### config.mk
export PLATFORM = sky130hd
export DESIGN_NAME = cds_exec
export DESIGN_NICKNAME = d
export VERILOG_FILES = /design/src/rtl/cds_pkg.sv /design/src/rtl/cds_alu.sv /design/src/rtl/cds_exec.sv
export SDC_FILE = /design/constraint.sdc
export NUM_CORES = 1
export LEC_CHECK = 0
export BUFFER_PORTS_ARGS = -buffer_cell sky130_fd_sc_hd__buf_2
export CAP_MARGIN = 20
export CORE_MARGIN = 3
export CORE_UTILIZATION = 45
export DETAILED_ROUTE_END_ITERATION = 8
export PLACE_DENSITY = 0.65
export RECOVER_POWER = 50
export SLEW_MARGIN = 15
export SYNTH_ARGS = -nofsm -noshare
export SYNTH_HDL_FRONTEND = slang
export SYNTH_HIERARCHICAL = 1
export SYNTH_SLANG_ARGS = --single-unit
### constraint.sdc
create_clock -name clk -period 5.2 [get_ports clk]
set_input_delay 0.26 -clock clk [delete_from_list [all_inputs] [get_ports clk]]
set_output_delay 0.26 -clock clk [all_outputs]
set_load 0.02 [all_outputs]
### src/rtl/cds_pkg.sv
// Constants for the complement / decrement-skip execute block.
// Assumes a 14-bit instruction word and an 8-bit data path.
package cds_pkg;
    // Opcode field layout
    localparam int OPC_MSB = 13;
    localparam int OPC_LSB = 8;
    localparam int DEST_BIT = 7;
    localparam int ADDR_MSB = 6;
    localparam logic [5:0] OPC_COMPLEMENT = 6'h09;
    localparam logic [5:0] OPC_DEC_SKIP = 6'h0B;
    // Widths and reset values
    localparam int DATA_W = 8;
    localparam int ADDR_W = 7;
    localparam int INSN_W = 14;
    localparam logic [7:0] ACC_RESET = 8'h00;
    localparam logic [7:0] ONE_8 = 8'h01;
    localparam logic [7:0] ZERO_8 = 8'h00;
    // Phase encoding of the instruction cycle
    typedef enum logic [1:0] {
        CDS_Q1 = 2'b00,
        CDS_Q2 = 2'b01,
        CDS_Q3 = 2'b10,
        CDS_Q4 = 2'b11
    } cds_phase_t;
endpackage : cds_pkg
### src/rtl/cds_alu.sv
// Arithmetic unit for the two opcodes.
// Assumes operand is stable while phase three samples it.
module cds_alu
    import cds_pkg::*;
(
    // Operation select
    input wire logic sel_dec,
    // Data
    input wire logic [7:0] operand,
    output logic [7:0] result,
    output logic is_zero
);
    // Invert or subtract one
    always_comb
    begin
        result = sel_dec ? operand - ONE_8 : ~operand;
        is_zero = (result == ZERO_8);
    end
endmodule : cds_alu

### src/rtl/cds_exec.sv
// Decode/execute core slice for complement and decrement-skip opcodes.
// Assumes an external register file with combinational read data.
module cds_exec
    import cds_pkg::*;
(
    // Clock and reset
    input wire logic clk,
    input wire logic reset_n,
    // Instruction stream
    input wire logic [13:0] insn,
    output logic insn_take,
    // Register file port
    output logic [6:0] rf_addr,
    input wire logic [7:0] rf_rdata,
    output logic [7:0] rf_wdata,
    output logic rf_we,
    // Architectural state
    output logic [7:0] acc,
    output logic zero_flag,
    output logic [1:0] phase,
    output logic skip_cycle
);
    // ----------------------------------------------------------------
    // Decode helper
    // ----------------------------------------------------------------
    function automatic logic opc_is(input logic [13:0] w,
                                    input logic [5:0] opc);
        opc_is = (w[OPC_MSB:OPC_LSB] == opc);
    endfunction : opc_is

    // ----------------------------------------------------------------
    // State
    // ----------------------------------------------------------------
    cds_phase_t ph_q, ph_d;
    logic [13:0] ir_q, ir_d;
    logic [7:0] opnd_q, opnd_d;
    logic [7:0] res_q, res_d;
    logic zres_q, zres_d;
    logic nop_q, nop_d;
    logic pend_q, pend_d;
    logic [7:0] acc_q, acc_d;
    logic z_q, z_d;
    logic [7:0] wdata_q, wdata_d;
    logic we_q, we_d;
    logic [7:0] alu_res;
    logic alu_zero;
    logic is_comp, is_dec;

    assign is_comp = opc_is(ir_q, OPC_COMPLEMENT) && !nop_q;
    assign is_dec = opc_is(ir_q, OPC_DEC_SKIP) && !nop_q;

    cds_alu u_alu (
        .sel_dec(is_dec),
        .operand(opnd_q),
        .result(alu_res),
        .is_zero(alu_zero)
    );

    // Next-state for phases and datapath
    always_comb
    begin
        ph_d = cds_phase_t'(ph_q + 2'b01);
        ir_d = ir_q;
        opnd_d = opnd_q;
        res_d = res_q;
        zres_d = zres_q;
        nop_d = nop_q;
        pend_d = pend_q;
        acc_d = acc_q;
        z_d = z_q;
        wdata_d = wdata_q;
        we_d = 1'b0;
        unique case (ph_q)
            CDS_Q1:
            begin
                ir_d = insn;
                nop_d = pend_q;
                pend_d = 1'b0;
            end
            CDS_Q2:
            begin
                opnd_d = rf_rdata;
            end
            CDS_Q3:
            begin
                res_d = alu_res;
                zres_d = alu_zero;
            end
            CDS_Q4:
            begin
                if (is_comp || is_dec)
                begin
                    if (ir_q[DEST_BIT])
                    begin
                        wdata_d = res_q;
                        we_d = 1'b1;
                    end
                    else
                    begin
                        acc_d = res_q;
                    end
                end
                if (is_comp)
                    z_d = zres_q;
                if (is_dec && zres_q)
                    pend_d = 1'b1;
            end
        endcase
    end

    // Registers
    always_ff @(posedge clk)
    begin
        if (!reset_n)
        begin
            ph_q <= CDS_Q1;
            ir_q <= '0;
            opnd_q <= ZERO_8;
            res_q <= ZERO_8;
            zres_q <= 1'b0;
            nop_q <= 1'b0;
            pend_q <= 1'b0;
            acc_q <= ACC_RESET;
            z_q <= 1'b0;
            wdata_q <= ZERO_8;
            we_q <= 1'b0;
        end
        else
        begin
            ph_q <= ph_d;
            ir_q <= ir_d;
            opnd_q <= opnd_d;
            res_q <= res_d;
            zres_q <= zres_d;
            nop_q <= nop_d;
            pend_q <= pend_d;
            acc_q <= acc_d;
            z_q <= z_d;
            wdata_q <= wdata_d;
            we_q <= we_d;
        end
    end

    // Outputs; address comes straight from the held word
    assign insn_take = (ph_q == CDS_Q1);
    assign rf_addr = ir_q[ADDR_MSB:0];
    assign rf_wdata = wdata_q;
    assign rf_we = we_q;
    assign acc = acc_q;
    assign zero_flag = z_q;
    assign phase = ph_q;
    assign skip_cycle = nop_q;
endmodule : cds_exec

==> results.cfg, run 1 <==
[detailed_routing]
wl_per_cell_um = 12.1
drtAntennaViolNets = 0
drt_iter0_drc = 66
drc = 0
viasPerCell = 4.72
vias = 1561
dr.pass1.iters = 4
wl_mm = 4.00

[sta]
hold_viol = 0
rsz0062_at_grt = false
setup_viol = 0
finalClockSkew_ps = 4.52
max_freq_mhz = 470
timing.max_slew.rel_slack_pct = -49.6
fin_tns_setup_ps = 0
min_period_ps = 2130
whs_ps = 211
drv_slew = 64
min_period_over_period_pct = 40.9
worst_pin_slew_ps = 2240

[grt]
antenna_found_initial = 0
grt-ovfl-total = 0
grt_pass1_wl_mm = 7.02
grt_usage_pct = 14.2
grt_busiest_layer = met1
grt_max_degree = 64
grt_pass1_vias = 1462
use_met3_pct = 3.36
use_met2_pct = 19.8
met1_usage_pct = 21.0

[synth]
yosys-top-cells-count = dfxtp_1, mux2i_1, nor2b_1, nand2_1, buf_4
ys_seq_area_share_pct = 45.6
syn_inst = 225
synth_most_common_cell = dfxtp_1
syn-num-nets = 254
yosys_warnings = 6
synth_edf_count = 0
synth_top_cell_by_area = dfxtp_1
syn_area_um2 = 2330
synth-main-ff-cell = dfxtp_1
synth.distinct_cells = 30
synthTopCellsByArea = dfxtp_1, mux2i_1, nor2b_1
async_flop_share_pct = 0
syn_avg_cell_area_um2 = 10.3
synth_seq_cells = 53
yosys.area.top_type_share_pct = 45.6

[placement]
gp_congestion = 0.779
placed_area_um2 = 2540
port-buffer-count = 52
hpwl_mm = 2.81

[clock_tree]
postCtsSetupRepairBufs = 0
cts_hold_buf = 0
root_buffer = clkbuf_8
cts_buffers = 5
clkTransAtPathRegs_ps = 90
clockBufferDepth = 2
clock_latency_ps = 300
cts.sinks = 53
tritoncts = built
cts_max_level = 2
cts_resized = 0

[hold_path]
hold_class = in2reg
hold_depth = 3

[critical_path]
rr_worst_depth = 8
critPathLaunchType = register
worstSetupPathType = reg2out
required_ps = 4940
endpoint_kind = output pin
path_max_fanout = 17
cp.arrival_ps = 1870

[floorplan]
core_area_um2 = 4850
dieArea_um2 = 6070
die_h_um = 77.9
fp.dieW_um = 77.9
initial_core_util_pct = 48.0
rows = 25
boundaryPins = 53

[job]
maxCapViolations = 1

[finish]
finalNetCount = 293
final_util_pct = 53.5
diodes = 0
area_growth_syn_to_layout_pct = 11.5
drive_above_1_share_pct = 13.3
final_cell_area_um2 = 2590

[power]
p_leak_nw = 1.04
power_density_nw_per_um2 = 298
irDropWorstVdd_uv = 129

[status]
status = finished with violations
violations = max-capacitance violations, max-slew violations
-- sequential cells by signal, summed over array words and instances (netlist names) --
name,count
rf_we,1
res_q,8
acc,8
zero_flag,1
opnd_q,8
rf_wdata,8
phase,2
zres_q,1
pend_q,1
skip_cycle,1
ir_q,14
-- power by group --
group          leakage (nW)  internal (W)  switching (W)
registers             0.433      0.000426      0.0000153
clock network        0.0443      0.000106       0.000123
logic                 0.565     0.0000494      0.0000543
-- final timing paths --
path | endpoint | startpoint | slack [ps]
min | ir_q[6] | insn[6] | 210
min reg2reg | rf_wdata[1] | rf_wdata[1] | 460
max reg2reg | zres_q | ir_q[12] | 3300
max | insn_take | phase[0] | 3070
-- kinds of logic (layout without fill, tap and decap cells) --
group,Yosys count,after routing,synth area share (%)
and+or+nand+nor,81,81,19.9
DFF,53,53,45.6
muxes,50,50,21.5
buffers and inverters,25,64,6.24
xor gates and xnor gates,6,6,2.58
adders and majority gates,5,5,2.69
AOI/OAI and AO/OA,5,5,1.51
-- stage by stage --
step                      total power (W)  worst slack (ps)  std cells
after detailed placement         0.000557              3310        324
after CTS                        0.000788              3030        331
final                            0.000774              3070        331
after global routing             0.000821              2770        331
after global placement           0.000556              3330        324
after floorplan                  0.000535              3370        225
-- critical path: stages (launching register included) --
cell	delay, ps
dfxtp_1	360
inv_1	100
ha_1	800
buf_2	310
-- cells in the final DEF, fill, tap and decap left out, types with 2 or more instances in the layout --
master	n
nand3_1	3
clkbuf_1	30
nand2_1	28
dfxtp_1	53
inv_1	5
clkbuf_8	6
buf_2	23
xor2_1	4
nand4b_1	2
nand2b_1	2
nor2_1	3
o21ai_0	2
ha_1	5
nor2b_1	35
mux2i_1	50
-- area by class of cell --
type	instances	area, um^2
fill	473	2250
multi-input combinational	147	1120
sequential	53	1060
timing repair buffer	52	224
clock buffer	7	86.3
tap	67	83.8
inverter	5	18.8
-- layer usage --
metal,wire length [um],part of all wire (%)
met2,1610,40
met4,72,1.8
met1,2140,53
met5,0,0
met3,179,4.5
No activity file was read; power rests on OpenSTA's default activity.
==> run 2: changes to the inputs <==
--- a/config.mk
+++ b/config.mk
@@ -5,12 +5,13 @@
 export SDC_FILE = /design/constraint.sdc
 export NUM_CORES = 1
 export LEC_CHECK = 0
+export ABC_AREA = 1
 export BUFFER_PORTS_ARGS = -buffer_cell sky130_fd_sc_hd__buf_2
 export CAP_MARGIN = 20
 export CORE_MARGIN = 3
 export CORE_UTILIZATION = 45
 export DETAILED_ROUTE_END_ITERATION = 8
-export PLACE_DENSITY = 0.65
+export PLACE_DENSITY = 0.68
 export RECOVER_POWER = 50
 export SLEW_MARGIN = 15
 export SYNTH_ARGS = -nofsm -noshare
==> constraint.sdc (replaced) <==
create_clock -name clk -period 1.75 [get_ports clk]
set_input_delay 0.0875 -clock clk [delete_from_list [all_inputs] [get_ports clk]]
set_output_delay 0.0875 -clock clk [all_outputs]
set_load 0.02 [all_outputs]
==> run 2 against run 1 <==
Net effect:
- the run now ends clean
- register-to-register slack got worse by 3200 ps
- non-clock buffer count rose by 11
- critical endpoint is now zres_q
- global-route usage up 1.8 points
- clock skew about the same
==> results.cfg, run 2 <==
[status]
status = finished, final reports clean

[detailed_routing]
drtAntennaViolNets = 0
wl_per_cell_um = 10.9
viasPerCell = 4.67
wl_mm = 4.82
dr.pass1.iters = 4
drt_iter0_drc = 63
vias = 2067
drc = 0

[finish]
diodes = 0
largest_register_ffs = 14
largest-register = ir_q
finalNetCount = 405
fill_cells = 505
final_cell_mix = nor2_1, dfxtp_1, nand2_1, inv_1, o21ai_0
area_growth_syn_to_layout_pct = 16.9
final_util_pct = 56.3
layout_commonest_cell = nor2_1
drive_above_1_share_pct = 16.0
fin_cells = 443
seqCellArea_um2 = 1060
multiInputGateArea_um2 = 1050

[hold_path]
hold_class = in2reg
min-delay-start = insn[11]
hold_depth = 3
hold-path-endpoint = ir_q[11]

[grt]
grt-ovfl-total = 0
grt_pass1_vias = 1886
grt_pass1_wl_mm = 8.07
antenna_found_initial = 0
grt_usage_pct = 16.1
grt_max_degree = 29

[synth]
synthTopCellsByArea = dfxtp_1, nor2_1, nand2_1
yosys_warnings = 6
yosys.area.top_type_share_pct = 44.8
synth.distinct_cells = 25
yosys-top-cells-count = nor2_1, nand2_1, dfxtp_1, inv_1, o21ai_0
synth_most_common_cell = nor2_1
synth-main-ff-cell = dfxtp_1
syn-num-nets = 355
syn_inst = 326
ys_seq_area_share_pct = 44.8
synth_edf_count = 0
synth_top_cell_by_area = dfxtp_1
synth_seq_cells = 53
syn_avg_cell_area_um2 = 7.26
async_flop_share_pct = 0
syn_area_um2 = 2370

[floorplan]
initial_core_util_pct = 48.2
rows = 25
dieArea_um2 = 6170
boundaryPins = 53
die_h_um = 78.5
core_area_um2 = 4910
fp.dieW_um = 78.5

[clock_tree]
cts_buffers = 5
clock_latency_ps = 300
root_buffer = clkbuf_8
clockBufferDepth = 2
cts_hold_buf = 0
clkTransAtPathRegs_ps = 90
cts.sinks = 53
cts_max_level = 2
tritoncts = built

[power]
irDropWorstVdd_uv = 536
p_leak_nw = 1.20
finalPower_w = 0.00241
power_density_nw_per_um2 = 870

[critical_path]
required_ps = 1990
timing.rr.start = ir_q[10]
crit_path_frequent_cell = nor2_1
endpoint_kind = register
worst-path-buf-inv = 3
cp.arrival_ps = 1880
critPathTopFamily = simple AND/OR/NAND/NOR gates
r2r_end = zres_q
worstPathCellList = inv_1 -> nand2_1 -> nor2_2 -> nand2_4 -> nor2_4 -> buf_12 -> buf_4 -> nand3_4 -> a21oi_2 -> nand3_1 -> nor2_1 -> nor2_1 -> nor2_1
ff2ff_setup_slack_ps = 110
critPathLaunchType = register
cp_num_cells = 13
cpMaxStageDelayCell = dfxtp_1
worstSetupPathType = reg2reg
rr_worst_depth = 13
max_stage_delay_ps = 310
path_max_fanout = 6

[job]
maxCapViolations = 0

[placement]
pre_cts_ws_ps = 79.7
port-buffer-count = 52
hpwl_mm = 3.45
gp_congestion = 0.837
dpl.cell_count = 432

[sta]
timing.max_slew.rel_slack_pct = 71.7
min_period_ps = 1640
hold_viol = 0
max_freq_mhz = 609
whs_ps = 12.3
worst_pin_slew_ps = 424
drv_slew = 0
setup_viol = 0
min_period_over_period_pct = 93.9
finalClockSkew_ps = 4.64
setup_ws_ps = 107
rsz0062_at_grt = true
[run 2: cell types whose count changed after synthesis, sizes merged, moves of 30 or more]
cell / previous run / this run
inv: 5 / 38
mux2i: 50 / 0
nand2: 28 / 58
nor2: 3 / 69
nor2b: 35 / 0
o21ai: 3 / 34
[run 2: cell type report]
| type | count | share of cell area, % |
|---|---|---|
| inverter | 39 | 5.29 |
| sequential | 53 | 38.4 |
| multi-input combinational | 214 | 38.0 |
| clock buffer | 7 | 3.12 |
| timing repair buffer | 63 | 12.2 |
| tap | 67 | 3.03 |
[run 2: cells by family after synthesis]
family	share of synthesized area, %
simple gates	28.6
buf+inv	11.7
compound gates	12.2
flops	44.8
fa+ha+maj	2.64
[run 2: timing repair]
item                                    4_1_cts  5_1_grt
setup buffers                                 0        3
hold endpoints to repair                      0        0
endpoints found under the setup margin        0        2
resized for setup                             0        9
[run 2: metal layers]
metal	up-vias	global-route usage [%]	part of all wire, %
met5	-	0	0
met4	0	5.77	1.7
met3	11	3.78	4.9
met2	49	25.5	45
met1	892	21.2	48
li1	1115	-	-
[run 2: worst reg2reg max path, stage by stage (launching register included)]
cell and delay [ps]:
dfxtp_1 310, inv_1 60, nand2_1 70, nor2_2 170, nand2_4 80, nor2_4 170
buf_12 130, buf_4 120, nand3_4 70, a21oi_2 120, nand3_1 70, nor2_1 90
nor2_1 40, nor2_1 90
[run 2: through the flow]
stage,TNS [ps],area [um^2]
after global routing,-101,2770
after global placement,0,2650
after floorplan,0,2370
after detailed placement,0,2650
final,0,2770
after CTS,0,2730
[run 2: report_power, final]
| group | switching [W] | total [W] | internal [W] |
|---|---|---|---|
| clock | 0.000359 | 0.000673 | 0.000314 |
| combinational | 0.000257 | 0.000394 | 0.000137 |
| sequential | 0.0000564 | 0.00134 | 0.00128 |
[run 2: worst max-delay path by stage]
stage / endpoint / from / slack [ps]
CTS: zres_q / ir_q[8] / 50
floorplan: zres_q / skip_cycle / 70
finish: zres_q / ir_q[10] / 110
detailed placement: zres_q / ir_q[10] / 80
global route: zres_q / ir_q[10] / -60
global placement: zres_q / ir_q[12] / 130
==> run 3: changes to the inputs <==
--- a/config.mk
+++ b/config.mk
@@ -5,9 +5,9 @@
 export SDC_FILE = /design/constraint.sdc
 export NUM_CORES = 1
 export LEC_CHECK = 0
-export ABC_AREA = 1
 export BUFFER_PORTS_ARGS = -buffer_cell sky130_fd_sc_hd__buf_2
 export CAP_MARGIN = 20
+export CORE_ASPECT_RATIO = 0.5
 export CORE_MARGIN = 3
 export CORE_UTILIZATION = 45
 export DETAILED_ROUTE_END_ITERATION = 8
==> run 3 against run 2 <==
Net effect:
- the flow now finishes with violations (negative setup slack)
- first-iteration DRC count fell by 40%
- clock power grew 29%
- die area decreased by 0.72%
- largest cell class is now multi-input combinational cells
- largest power group unchanged
==> results.cfg, run 3 (synthesis gave the netlist of run 1 again) <==
[status]
status = finished with violations
violations = negative setup slack

[critical_path]
cp.arrival_ps = 2010
endpoint_kind = register
path_max_fanout = 3
r2r_end = zres_q
critPathLaunchType = register
timing.rr.start = opnd_q[6]
required_ps = 1960
worstSetupPathType = reg2reg
ff2ff_setup_slack_ps = -50
rr_worst_depth = 7

[power]
p_seq_share_pct = 51.7
swShare_pct = 24.8
combPwrFrac_pct = 14.1
power_density_nw_per_um2 = 909
intPower_w = 0.00191
irDropWorstVdd_uv = 476
pwr-share-clk_pct = 34.3
p_switching_w = 0.000628
p_leak_nw = 1.15

[sta]
finalClockSkew_ps = 10.5
min_period_ps = 1800
worst_pin_slew_ps = 496
max_freq_mhz = 555
fin_tns_setup_ps = -50.7
hold_viol = 0
setup_ws_ps = -50.7
min_period_over_period_pct = 103
drv_slew = 0
setup_viol = 1
rsz0062_at_grt = true
timing.max_slew.rel_slack_pct = 66.9

[finish]
largest_register_ffs = 14
diodes = 0
fill_cells = 443
final_cell_mix = mux2i_1, dfxtp_1, nor2b_1, nand2_1, clkbuf_1
drive_above_1_share_pct = 21.6
largest-register = ir_q
area_growth_syn_to_layout_pct = 19.8
finalNetCount = 311
final_cell_area_um2 = 2790

[hold_path]
hold_depth = 3
hold_class = in2reg
min-delay-start = rf_rdata[5]
hold-path-endpoint = opnd_q[5]

[placement]
placed_area_um2 = 2680
hpwl_mm = 3.24
port-buffer-count = 52
gp_congestion = 0.720

[floorplan]
core_area_um2 = 4680
fp.dieW_um = 108
boundaryPins = 53
rows = 17
dieArea_um2 = 6120
die_h_um = 56.9
initial_core_util_pct = 49.7

[clock_tree]
tritoncts = built
cts_max_level = 2
clockBufferDepth = 2
clkTransAtPathRegs_ps = 90
clock_latency_ps = 310
cts_buffers = 5
cts.sinks = 53
root_buffer = clkbuf_8

[job]
maxCapViolations = 0

[detailed_routing]
wl_met2_mm = 1.90
drt_iter0_drc = 38
wl_mm = 4.50
top_layer_used = met4
drc = 0
wl_per_cell_um = 12.9
vias = 1653
drtAntennaViolNets = 0
wl_met1_mm = 2.27
dr.pass1.iters = 4
viasPerCell = 4.74
dr_wl_met3_um = 267

[grt]
grt_pass1_vias = 1613
antenna_found_initial = 0
grt_usage_pct = 15.5
grt_max_degree = 34
grt-ovfl-total = 0
grt_pass1_wl_mm = 7.45
## run 3: changes by cell type in the layout (fill, tap and decap cells not counted), moves of 4 or more
cell	before	now
mux2i_1	0	50
inv_1	36	5
buf_4	9	15
o21ai_0	32	1
nor2_1	64	3
nor2b_1	0	34
nand2_1	51	28
a21oi_1	22	0
nand3_1	9	3
nand2_2	6	0
nand4_1	9	0
xor2_1	0	4
## run 3: worst max path at each step
stage	endpoint	cells after the start	slack [ps]	start
after floorplan	zres_q	8	20	ir_q[12]
after global placement	zres_q	8	40	opnd_q[0]
after detailed placement	zres_q	8	-50	ir_q[12]
after CTS	zres_q	7	-30	opnd_q[6]
final	zres_q	7	-50	opnd_q[6]
after global routing	zres_q	7	-120	opnd_q[6]
## run 3: area by class of cell
cell class,instances,area [um^2],area share (%)
clock buffers,6,82.6,2.96
clock inverters,2,37.5,1.35
inverters,5,18.8,0.673
multi-input cells,147,1130,40.7
flip-flops and latches,53,1060,38.2
well taps,66,82.6,2.96
repair buffers,70,368,13.2
## run 3: timing repair
action | CTS | global route
hold buffers | 0 | 0
pin swaps | 2 | 2
buffers inserted | 1 | 1
resized for setup | 3 | 2
endpoints found under the setup margin | 1 | 1
## run 3: power groups by stage
stage,combinational [W],sequential [W],clock [W]
2_1_floorplan,0.000256,0.00133,0
3_3_place_gp,0.000352,0.00133,0
3_5_place_dp,0.000360,0.00133,0
4_1_cts,0.000365,0.00131,0.000893
5_1_grt,0.000393,0.00132,0.000943
6_report,0.000357,0.00131,0.000868
## run 3: through the flow
step                setup WS, ps  std cells  util [%]  hold slack (ps)  power [W]
global placement            44.2        339      57.3              342    0.00168
floorplan                   18.7        225         -              257    0.00159
global route                -118        349      59.6             40.0    0.00265
finish                     -50.7        349      59.6             30.2    0.00254
detailed placement         -49.8        339      57.3              350    0.00170
CTS                        -27.8        348      60.1             20.3    0.00257
## run 3: routing by layer
| layer | global-route usage [%] | up-vias |
|---|---|---|
| met3 | 4.36 | 5 |
| li1 | - | 850 |
| met1 | 21.2 | 756 |
| met5 | 0 | - |
| met4 | 7.01 | 0 |
| met2 | 22.8 | 42 |
## run 3: worst max-delay path, cell delays in order, from the launching register on
cell and delay (ps):
dfxtp_2 340, or4_1 520, o21ai_2 200, xor2_2 180, nor2_1 70, and4b_1 200, mux2i_1 130, nor2b_1 60
